===== config.mk =====
export PLATFORM = sky130hd
export DESIGN_NAME = ddrc_top
export DESIGN_NICKNAME = d
export VERILOG_FILES = /design/src/rtl/ddrc_pkg.sv /design/src/rtl/ddrc_burst_order.sv /design/src/rtl/ddrc_skid2.sv /design/src/rtl/ddrc_top.sv
export SDC_FILE = /design/constraint.sdc
export NUM_CORES = 1
export LEC_CHECK = 0
export BUFFER_PORTS_ARGS = -buffer_cell sky130_fd_sc_hd__buf_4
export CAP_MARGIN = 40
export CORE_MARGIN = 3
export CORE_UTILIZATION = 50
export CTS_CLUSTER_DIAMETER = 150
export CTS_CLUSTER_SIZE = 8
export DETAILED_ROUTE_END_ITERATION = 6
export MAX_ROUTING_LAYER = met4
export PLACE_DENSITY_LB_ADDON = 0.05
export SKIP_CTS_REPAIR_TIMING = 1
export SYNTH_ARGS = -nofsm -noshare
export SYNTH_HDL_FRONTEND = slang
export SYNTH_SLANG_ARGS = --single-unit

===== constraint.sdc =====
create_clock -name mclk -period 3.94 [get_ports mclk]
set_input_delay 0.394 -clock mclk [delete_from_list [all_inputs] [get_ports mclk]]
set_output_delay 0.394 -clock mclk [all_outputs]
set_load 0.01 [all_outputs]

===== src/rtl/ddrc_pkg.sv =====
// shared constants and types for the registered command decode block
package ddrc_pkg;
  localparam int ADDR_W      = 13;
  localparam int BANK_W      = 2;
  localparam int COL_W       = 13;
  localparam int DATA_W      = 16;
  localparam int LOCK_CYCLES = 200;
  localparam int LAT_W       = 3;

  localparam logic [2:0] BL_CODE_2  = 3'h1;
  localparam logic [2:0] BL_CODE_4  = 3'h2;
  localparam logic [2:0] BL_CODE_8  = 3'h3;
  localparam logic [2:0] CL_CODE_2  = 3'h2;
  localparam logic [2:0] CL_CODE_3  = 3'h3;
  localparam logic [2:0] CL_CODE_25 = 3'h6;

  localparam int MR_BL_LSB  = 0;
  localparam int MR_BT_BIT  = 3;
  localparam int MR_CL_LSB  = 4;
  localparam int MR_OP_LSB  = 7;
  localparam int MR_OP_W    = 6;
  localparam int AP_BIT     = 10;
  localparam int EMR_LOCK_DIS_BIT = 0;
  localparam int EMR_DRIVE_BIT    = 1;

  localparam logic [5:0] OP_NORMAL     = 6'h00;
  localparam logic [5:0] OP_LOCK_RESET = 6'h02;
  localparam logic [1:0] BANK_MODE     = 2'h0;
  localparam logic [1:0] BANK_EXT      = 2'h1;

  localparam logic [12:0] MR_RESET  = 13'h0021;
  localparam logic [12:0] EMR_RESET = 13'h0000;

  typedef enum logic [3:0] {
    DDRC_NOP, DDRC_DESEL, DDRC_ACT, DDRC_RD, DDRC_WR, DDRC_BST,
    DDRC_PRE, DDRC_AREF, DDRC_SREF, DDRC_MRS, DDRC_ILL
  } ddrc_cmd_e;

  // half-clock latency counted in half steps: 2 -> 4, 2.5 -> 5, 3 -> 6
  localparam logic [3:0] HALF_2  = 4'h4;
  localparam logic [3:0] HALF_25 = 4'h5;
  localparam logic [3:0] HALF_3  = 4'h6;
endpackage : ddrc_pkg


===== src/rtl/ddrc_burst_order.sv =====
// burst column order generator
module ddrc_burst_order
  import ddrc_pkg::*;
(
  input  wire logic [COL_W-1:0] start_col,
  input  wire logic [2:0]       beat,
  input  wire logic [2:0]       bl_code,
  input  wire logic             interleave,
  output logic      [COL_W-1:0] col
);
  logic [2:0] mask;
  logic [2:0] low;
  always_comb
  begin
    case (bl_code)
      BL_CODE_2: mask = 3'h1;
      BL_CODE_4: mask = 3'h3;
      default:   mask = 3'h7;
    endcase
    if (interleave)
      low = start_col[2:0] ^ beat;
    else
      low = 3'(start_col[2:0] + beat);
    // wrap inside the aligned block, upper bits untouched
    col = {start_col[COL_W-1:3], (start_col[2:0] & ~mask) | (low & mask)};
  end
endmodule : ddrc_burst_order


===== src/rtl/ddrc_skid2.sv =====
// two-entry buffer for read data
module ddrc_skid2
#(
  parameter int WIDTH = 16
)
(
  input  wire logic             mclk,
  input  wire logic             rst_b,
  input  wire logic             in_valid,
  output logic                  in_ready,
  input  wire logic [WIDTH-1:0] in_data,
  output logic                  out_valid,
  input  wire logic             out_ready,
  output logic      [WIDTH-1:0] out_data
);
  typedef struct packed {
    logic [1:0][WIDTH-1:0] mem;
    logic [1:0]            cnt;
  } ddrc_skid_s;
  ddrc_skid_s st, next_st;
  logic push, pop;
  always_comb
  begin
    next_st = st;
    pop  = out_valid & out_ready;
    push = in_valid & in_ready;
    if (pop)
    begin
      next_st.mem[0] = st.mem[1];
      next_st.cnt    = 2'(st.cnt - 2'h1);
    end
    if (push)
    begin
      next_st.mem[next_st.cnt[0]] = in_data;
      next_st.cnt = 2'(next_st.cnt + 2'h1);
    end
  end
  always_ff @(posedge mclk)
  begin
    if (!rst_b)
      st <= '0;
    else
      st <= next_st;
  end
  assign in_ready  = (st.cnt != 2'h2);
  assign out_valid = (st.cnt != 2'h0);
  assign out_data  = st.mem[0];
endmodule : ddrc_skid2


===== src/rtl/ddrc_top.sv =====
// registered command decode, mode registers, read timing and burst order
module ddrc_top
  import ddrc_pkg::*;
#(
  parameter int COL_TOP = 12
)
(
  input  wire logic              mclk,
  input  wire logic              rst_b,
  input  wire logic              cke,
  input  wire logic              cs_b,
  input  wire logic              ras_b,
  input  wire logic              cas_b,
  input  wire logic              we_b,
  input  wire logic              bank_select_low,
  input  wire logic              bank_select_high,
  input  wire logic [ADDR_W-1:0] addr,
  input  wire logic [DATA_W-1:0] core_rd_data,
  input  wire logic              rd_ready,
  output logic                   rd_valid,
  output logic      [DATA_W-1:0] rd_data,
  output logic                   rd_stall,
  output logic      [3:0]        cmd_code,
  output logic      [BANK_W-1:0] cmd_bank,
  output logic                   auto_precharge,
  output logic      [3:0]        precharge_banks,
  output logic      [COL_W-1:0]  burst_col,
  output logic                   burst_active,
  output logic                   burst_is_write,
  output logic                   first_data,
  output logic      [2:0]        read_latency_setting,
  output logic      [1:0]        burst_len_code,
  output logic                   burst_interleave,
  output logic                   lock_enabled,
  output logic                   lock_reset_pulse,
  output logic                   lock_ready,
  output logic                   drive_reduced,
  output logic                   self_refresh,
  output logic                   refresh_pulse
);
  typedef struct packed {
    logic [1:0]        cke_s;
    logic              cke_q;
    logic              cs_q, ras_q, cas_q, we_q;
    logic [BANK_W-1:0] ba_q;
    logic [ADDR_W-1:0] a_q;
    logic [12:0]       mr;
    logic [12:0]       emr;
    logic              self_ref;
    logic              ref_p;
    logic              lrst_p;
    logic [7:0]        lock_cnt;
    logic              lock_rdy;
    logic              lock_hold;
    ddrc_cmd_e         cmd;
    logic [BANK_W-1:0] bank;
    logic              ap;
    logic [3:0]        pre_banks;
    logic              bst;
    logic              bwr;
    logic [COL_W-1:0]  start;
    logic [2:0]        beat;
    logic [2:0]        beats_left;
    logic [7:0]        rd_pipe;
    logic [3:0]        lat_half;
    logic              first;
    logic              emit;
    logic [COL_W-1:0]  col;
    logic [DATA_W-1:0] dout;
    logic              dvalid;
    logic              stall;
  } ddrc_top_s;

  ddrc_top_s st, next_st;
  logic [COL_W-1:0] order_col;
  logic             buf_in_ready;
  logic             buf_out_valid;
  logic [DATA_W-1:0] buf_out_data;

  function automatic ddrc_cmd_e decode(input logic c, input logic ce,
                                       input logic r, input logic ca,
                                       input logic w);
    if (c)
      return DDRC_DESEL;
    case ({r, ca, w})
      3'h7: return DDRC_NOP;
      3'h3: return DDRC_ACT;
      3'h5: return DDRC_RD;
      3'h4: return DDRC_WR;
      3'h6: return DDRC_BST;
      3'h2: return DDRC_PRE;
      3'h1: return ce ? DDRC_AREF : DDRC_SREF;
      3'h0: return DDRC_MRS;
      default: return DDRC_ILL;
    endcase
  endfunction : decode

  function automatic logic [2:0] beats_of(input logic [2:0] code);
    case (code)
      BL_CODE_2: return 3'h1;
      BL_CODE_4: return 3'h3;
      default:   return 3'h7;
    endcase
  endfunction : beats_of

  function automatic logic [3:0] half_of(input logic [2:0] code);
    case (code)
      CL_CODE_2:  return HALF_2;
      CL_CODE_25: return HALF_25;
      default:    return HALF_3;
    endcase
  endfunction : half_of

  ddrc_burst_order u_order (
    .start_col  (st.start),
    .beat       (st.beat),
    .bl_code    (st.mr[MR_BL_LSB +: 3]),
    .interleave (st.mr[MR_BT_BIT]),
    .col        (order_col)
  );

  ddrc_skid2 #(.WIDTH(DATA_W)) u_buf (
    .mclk      (mclk),
    .rst_b     (rst_b),
    .in_valid  (st.emit),
    .in_ready  (buf_in_ready),
    .in_data   (core_rd_data),
    .out_valid (buf_out_valid),
    .out_ready (rd_ready),
    .out_data  (buf_out_data)
  );

  always_comb
  begin
    ddrc_cmd_e c;
    logic [COL_W-1:0] col_in;
    next_st = st;
    c = DDRC_NOP;
    col_in = '0;
    // pin inputs synchronised; clock enable via three flops
    next_st.cke_s = {st.cke_s[0], cke};
    next_st.cke_q = st.cke_s[1];
    // input register stage adds one clock
    next_st.cs_q  = cs_b;
    next_st.ras_q = ras_b;
    next_st.cas_q = cas_b;
    next_st.we_q  = we_b;
    next_st.ba_q  = {bank_select_high, bank_select_low};
    next_st.a_q   = addr;
    next_st.ref_p  = 1'b0;
    next_st.lrst_p = 1'b0;
    next_st.first  = 1'b0;
    next_st.emit   = 1'b0;
    next_st.rd_pipe[0] = 1'b0;
    next_st.dvalid = buf_out_valid;
    next_st.dout   = buf_out_data;
    next_st.stall  = ~buf_in_ready;
    next_st.cmd    = DDRC_NOP;
    // column bits: a0..a9, a11, a12 with a10 skipped
    col_in = {st.a_q[12], st.a_q[11], 1'b0, st.a_q[9:0]};
    col_in = col_in & COL_W'((1 << (COL_TOP + 1)) - 1);
    if (st.self_ref)
    begin
      // only clock enable matters while in self refresh
      if (st.cke_q)
      begin
        next_st.self_ref = 1'b0;
        next_st.emr[EMR_LOCK_DIS_BIT] = 1'b0;
      end
    end
    else if (st.cke_q || !st.cs_q)
    begin
      c = decode(st.cs_q, st.cke_q, st.ras_q, st.cas_q, st.we_q);
      next_st.cmd = c;
      case (c)
        DDRC_RD, DDRC_WR:
        begin
          next_st.bank = st.ba_q;
          next_st.ap   = st.a_q[AP_BIT];
          next_st.start = col_in;
          next_st.beat  = '0;
          next_st.beats_left = beats_of(st.mr[MR_BL_LSB +: 3]);
          next_st.bwr = (c == DDRC_WR);
          next_st.bst = 1'b1;
          if (c == DDRC_RD)
            next_st.rd_pipe[0] = 1'b1;
        end
        DDRC_BST:
          if (!st.bwr && !st.ap)
            next_st.bst = 1'b0;
        DDRC_PRE:
        begin
          next_st.bank = st.ba_q;
          if (st.a_q[AP_BIT])
            next_st.pre_banks = 4'hf;
          else
            next_st.pre_banks = 4'(1 << st.ba_q);
        end
        DDRC_AREF: next_st.ref_p = 1'b1;
        DDRC_SREF: next_st.self_ref = 1'b1;
        DDRC_MRS:
        begin
          if (st.ba_q == BANK_MODE)
          begin
            if (st.a_q[MR_OP_LSB +: MR_OP_W] == OP_NORMAL)
              next_st.mr = {OP_NORMAL, st.a_q[MR_OP_LSB-1:0]};
            else if (st.a_q[MR_OP_LSB +: MR_OP_W] == OP_LOCK_RESET)
            begin
              // bit 8 never stored: it clears itself
              next_st.mr = {OP_NORMAL, st.a_q[MR_OP_LSB-1:0]};
              next_st.lrst_p = 1'b1;
              next_st.lock_cnt = '0;
              next_st.lock_rdy = 1'b0;
              next_st.lock_hold = 1'b0;
            end
          end
          else if (st.ba_q == BANK_EXT)
            next_st.emr = st.a_q;
        end
        default: ;
      endcase
    end
    // lock ready after reset and enough clocks with cke high
    if (!st.lock_rdy && !st.lock_hold && st.cke_q &&
        !st.emr[EMR_LOCK_DIS_BIT])
    begin
      if (st.lock_cnt == 8'(LOCK_CYCLES - 1))
        next_st.lock_rdy = 1'b1;
      else
        next_st.lock_cnt = 8'(st.lock_cnt + 8'h1);
    end
    if (st.emr[EMR_LOCK_DIS_BIT])
    begin
      // re-enabling needs a fresh lock reset before the lock counter runs again
      next_st.lock_rdy  = 1'b0;
      next_st.lock_cnt  = '0;
      next_st.lock_hold = 1'b1;
    end
    // read latency pipe: first data at registration plus m clocks
    next_st.lat_half = half_of(st.mr[MR_CL_LSB +: 3]);
    next_st.rd_pipe[7:1] = st.rd_pipe[6:0];
    if (st.rd_pipe[st.lat_half[3:1] - 3'h1])
    begin
      next_st.first = 1'b1;
      next_st.emit  = 1'b1;
    end
    // burst column stepping, held when buffer back-pressures
    if (st.bst && buf_in_ready)
    begin
      next_st.col = order_col;
      if (st.beats_left == 3'h0)
        next_st.bst = 1'b0;
      else
      begin
        next_st.beat = 3'(st.beat + 3'h1);
        next_st.beats_left = 3'(st.beats_left - 3'h1);
        if (!st.bwr)
          next_st.emit = 1'b1;
      end
    end
  end

  always_ff @(posedge mclk)
  begin
    if (!rst_b)
    begin
      st      <= '0;
      st.cs_q <= 1'b1;
      st.ras_q <= 1'b1;
      st.cas_q <= 1'b1;
      st.we_q  <= 1'b1;
      st.mr   <= MR_RESET;
      st.emr  <= EMR_RESET;
      st.cmd  <= DDRC_NOP;
      st.lat_half <= HALF_3;
    end
    else
      st <= next_st;
  end

  assign rd_valid  = st.dvalid;
  assign rd_data   = st.dout;
  assign rd_stall  = st.stall;
  assign cmd_code  = st.cmd;
  assign cmd_bank  = st.bank;
  assign auto_precharge  = st.ap;
  assign precharge_banks = st.pre_banks;
  assign burst_col       = st.col;
  assign burst_active    = st.bst;
  assign burst_is_write  = st.bwr;
  assign first_data      = st.first;
  assign read_latency_setting = st.mr[MR_CL_LSB +: 3];
  assign burst_len_code  = st.mr[MR_BL_LSB +: 2];
  assign burst_interleave = st.mr[MR_BT_BIT];
  assign lock_enabled    = ~st.emr[EMR_LOCK_DIS_BIT];
  assign lock_reset_pulse = st.lrst_p;
  assign lock_ready      = st.lock_rdy;
  assign drive_reduced   = st.emr[EMR_DRIVE_BIT];
  assign self_refresh    = st.self_ref;
  assign refresh_pulse   = st.ref_p;
endmodule : ddrc_top


==> results.rst <==
.. list-table::
   :header-rows: 1

   * - Metric
     - Value
   * - Most numerous cell in the Yosys netlist
     - sky130_fd_sc_hd__dfxtp_1
   * - Worst hold path class
     - in2reg
   * - Final count of negative-setup-slack endpoints
     - 0
   * - Most numerous cell types in the synthesized netlist
     - sky130_fd_sc_hd__dfxtp_1 (145), sky130_fd_sc_hd__nand2_1 (59), sky130_fd_sc_hd__nor2_1 (47)
   * - Slew headroom
     - 0.421
   * - Antenna diode count
     - 0
   * - Net switching power
     - 0.000707 W
   * - Yosys cell types
     - 60
   * - Count of final max-slew check failures
     - 0
   * - Sink count of the clock tree
     - 145
   * - Yosys top cell by area
     - sky130_fd_sc_hd__dfxtp_1
   * - GRT Overall Usage
     - 0.200
   * - Sequence of cells on the critical path
     - inv_1 -> ha_1 -> nand2b_1 -> inv_2 -> ha_1 -> buf_16 -> mux2i_1 -> nor2_1
   * - Routed via count divided by cell count
     - 5.24
   * - Power density cells
     - 493 nW/um^2
   * - Last weighted congestion value of the routability-driven placer
     - 0.799
   * - Maximum level of the CTS H-tree
     - 4
   * - Synth Area per Inst
     - 9.41 um^2
   * - Total Routed Length
     - 11800 um
   * - Number of enable-type register cells in the synthesized netlist
     - 0
   * - Critical path type
     - reg2reg
   * - Fraction of the yosys area taken by sequential cells
     - 0.500
   * - Register share of total power
     - 0.446
   * - WP data arrival
     - 2.73 ns
   * - Crit path launch type
     - register
   * - Synthesized netlist net count
     - 666
   * - Total grt overflow
     - 0
   * - TritonCTS clock tree
     - done
   * - Most common cell on crit path
     - sky130_fd_sc_hd__ha_1
   * - Post-detail-place hpwl
     - 7930 um
   * - Async S/R FF share, synth
     - 0
   * - Net count reported at finish
     - 707
   * - RSZ-0062 raised after global routing
     - no
   * - Worst vdd rail ir drop
     - 0.360 mV
   * - Skew-Pair Late Insertion Delay
     - 0.41 ns
   * - Core Region
     - 11100 um^2
   * - Count of standard-cell rows
     - 38
   * - Full die area
     - 12900 um^2
   * - Outcome
     - completed
   * - Least-Margin Pin Slew
     - 0.867 ns
   * - Combinational share of power
     - 0.064
   * - Top flip-flop cell by instance count after synthesis
     - sky130_fd_sc_hd__dfxtp_1
   * - CTS root buf
     - sky130_fd_sc_hd__clkbuf_16
   * - DIE WIDTH
     - 114 um
   * - Number of flip-flops and latches in the synthesized netlist
     - 145
   * - Remaining routing DRC violations
     - 0
   * - Setup tns final
     - 0 ns
   * - Setup crit end kind
     - register
   * - Wire per inst
     - 14.5 um
   * - Total internal power
     - 0.00270 W
   * - Final cycle utilization of the critical path
     - 0.620
   * - Cell type of the slowest stage on the worst timing path
     - sky130_fd_sc_hd__nand2b_1
   * - Pleak
     - 2.86 nW
   * - Max Buffers Root-to-Sink
     - 2
   * - Vertical die dimension
     - 114 um
   * - Count of maximum capacitance violations
     - 0
   * - Io pins
     - 96
   * - Via Count
     - 4245
   * - YS warnings
     - 0
   * - Clock network power share
     - 0.490
   * - Clk pin slew, worst setup/hold paths
     - 0.06 ns
   * - Internal reg-to-reg setup slack
     - 1.50 ns
   * - Post-Route Skew
     - 0.00454 ns
   * - Tightest hold margin
     - 0.164 ns
   * - Peak fanout along the critical path
     - 19
   * - Final design instance area without fill
     - 6910 um^2
   * - Iteration-0 DRC Markers
     - 299
   * - First-pass GRT wire length
     - 20000 um
   * - Fraction of final layout cells sized beyond drive strength 1
     - 0.209
   * - Maximum number of pins on one net before global-route repair
     - 58
   * - Final hold viol count
     - 0
   * - Min cycle time layout
     - 2.44 ns
   * - Area share of the leading cell type in the synthesized netlist
     - 0.500
   * - Synthesized instance count
     - 617
   * - Routed Antenna Nets
     - 0
   * - Timing-limited maximum frequency
     - 409 MHz
   * - Buffers added on ports
     - 94
   * - Post-DP Area
     - 6290 um^2
   * - Count of TritonRoute iterations in the first routing pass
     - 4
   * - Most area-consuming cells after synthesis
     - sky130_fd_sc_hd__dfxtp_1 (50%), sky130_fd_sc_hd__mux2i_1 (7.1%), sky130_fd_sc_hd__buf_4 (5.9%), sky130_fd_sc_hd__and2_1 (4.1%), sky130_fd_sc_hd__nand2_1 (3.8%)
   * - Data required time at the worst endpoint
     - 4.23 ns
   * - Fraction of power spent switching nets
     - 0.207
   * - Via count of the first global-routing pass
     - 4230
   * - Layout overhead on the synthesized area
     - 18.9%
   * - Cts bufs inserted
     - 17
   * - Initial core utilization
     - 0.524
   * - Final core area utilization
     - 0.623
   * - Initial antenna violation count
     - 0
   * - Peak per-stage delay on the critical path
     - 0.51 ns
   * - Cell area after synthesis
     - 5810 um^2
   * - Number of fill cells
     - 934
[routing by layer]
metal | wire (um) | GRT usage | vias to the layer above
li1 | - | - | 2144
met1 | 5280 | 0.241 | 1989
met2 | 5770 | 0.320 | 96
met3 | 549 | 0.0515 | 16
met4 | 172 | 0.0800 | 0
met5 | 0 | - | -
[cell families (layout without fill, tap and decap cells)]
family          Yosys count  count (layout)  synth area share
compound gates           91              91             0.102
other cells               1               1          0.000646
fa+ha+maj                10              10            0.0228
flops                   145             145             0.500
xor+xnor                  6               6            0.0103
simple gates            228             228             0.201
buf+inv                  94             147            0.0916
mux                      42              42            0.0726
[area by class of cell]
cell class	count	area, um^2	area share
repair buffers	101	778	0.113
clock buffers	26	489	0.0708
flip-flops and latches	145	2900	0.420
multi-input cells	378	2380	0.345
clock inverters	5	125	0.0181
inverters	15	56.3	0.00815
well taps	140	175	0.0254
[cell usage in the layout (no fill, tap or decap), types with 17 or more instances in the layout]
cell type / Yosys / layout
sky130_fd_sc_hd__a21oi_1: 34 / 34
sky130_fd_sc_hd__nor2_1: 47 / 47
sky130_fd_sc_hd__buf_4: 46 / 100
sky130_fd_sc_hd__dfxtp_1: 145 / 145
sky130_fd_sc_hd__a211oi_1: 23 / 23
sky130_fd_sc_hd__and2_1: 38 / 38
sky130_fd_sc_hd__clkbuf_16: 0 / 17
sky130_fd_sc_hd__nand2_1: 59 / 59
sky130_fd_sc_hd__nor3_1: 26 / 26
sky130_fd_sc_hd__mux2i_1: 41 / 41
[critical path: cells and delay by family, from the launching register on]
kind	cells	cell delay (ns)
AND/OR/NAND/NOR	2	0.57
flip-flops	1	0.37
buffers and inverters	3	0.51
multiplexers	1	0.20
adder cells (fa/ha/maj)	2	0.67
[stage by stage]
stage | total power, W | instances | worst slack, ns
after global routing | 0.00353 | 810 | 1.31
after global placement | 0.00176 | 777 | 1.24
final | 0.00341 | 810 | 1.50
after detailed placement | 0.00177 | 779 | 1.48
after floorplan | 0.00169 | 617 | 1.21
after CTS | 0.00344 | 810 | 1.45
[state kept, by name (all words and copies together) (netlist names), 2 cells and up]
register	count
burst_col	12
burst_len_code	2
cmd_bank	2
cmd_code	4
next_st	5
precharge_banks	4
rd_data	16
read_latency_setting	3
st	51
u_buf.out_data	16
u_buf.st	18
[power by group through the flow]
| stage | clock (W) | combinational [W] | sequential, W |
|---|---|---|---|
| 3_3_place_gp | 0 | 0.000214 | 0.00155 |
| 6_report | 0.00167 | 0.000218 | 0.00152 |
| 2_1_floorplan | 0 | 0.000148 | 0.00154 |
| 5_1_grt | 0.00176 | 0.000243 | 0.00152 |
| 3_5_place_dp | 0 | 0.000221 | 0.00155 |
| 4_1_cts | 0.00170 | 0.000222 | 0.00152 |
[worst paths after layout]
check | startpoint | to | cells after the start
setup / recovery | u_buf.st[0] | u_buf.st[23] | 8
hold / removal | ras_b | st[133] | 2
setup reg to reg | u_buf.st[0] | u_buf.st[23] | 8
hold reg to reg | next_st[38] | next_st[39] | 1
No activity file was read; power rests on OpenSTA's default activity.
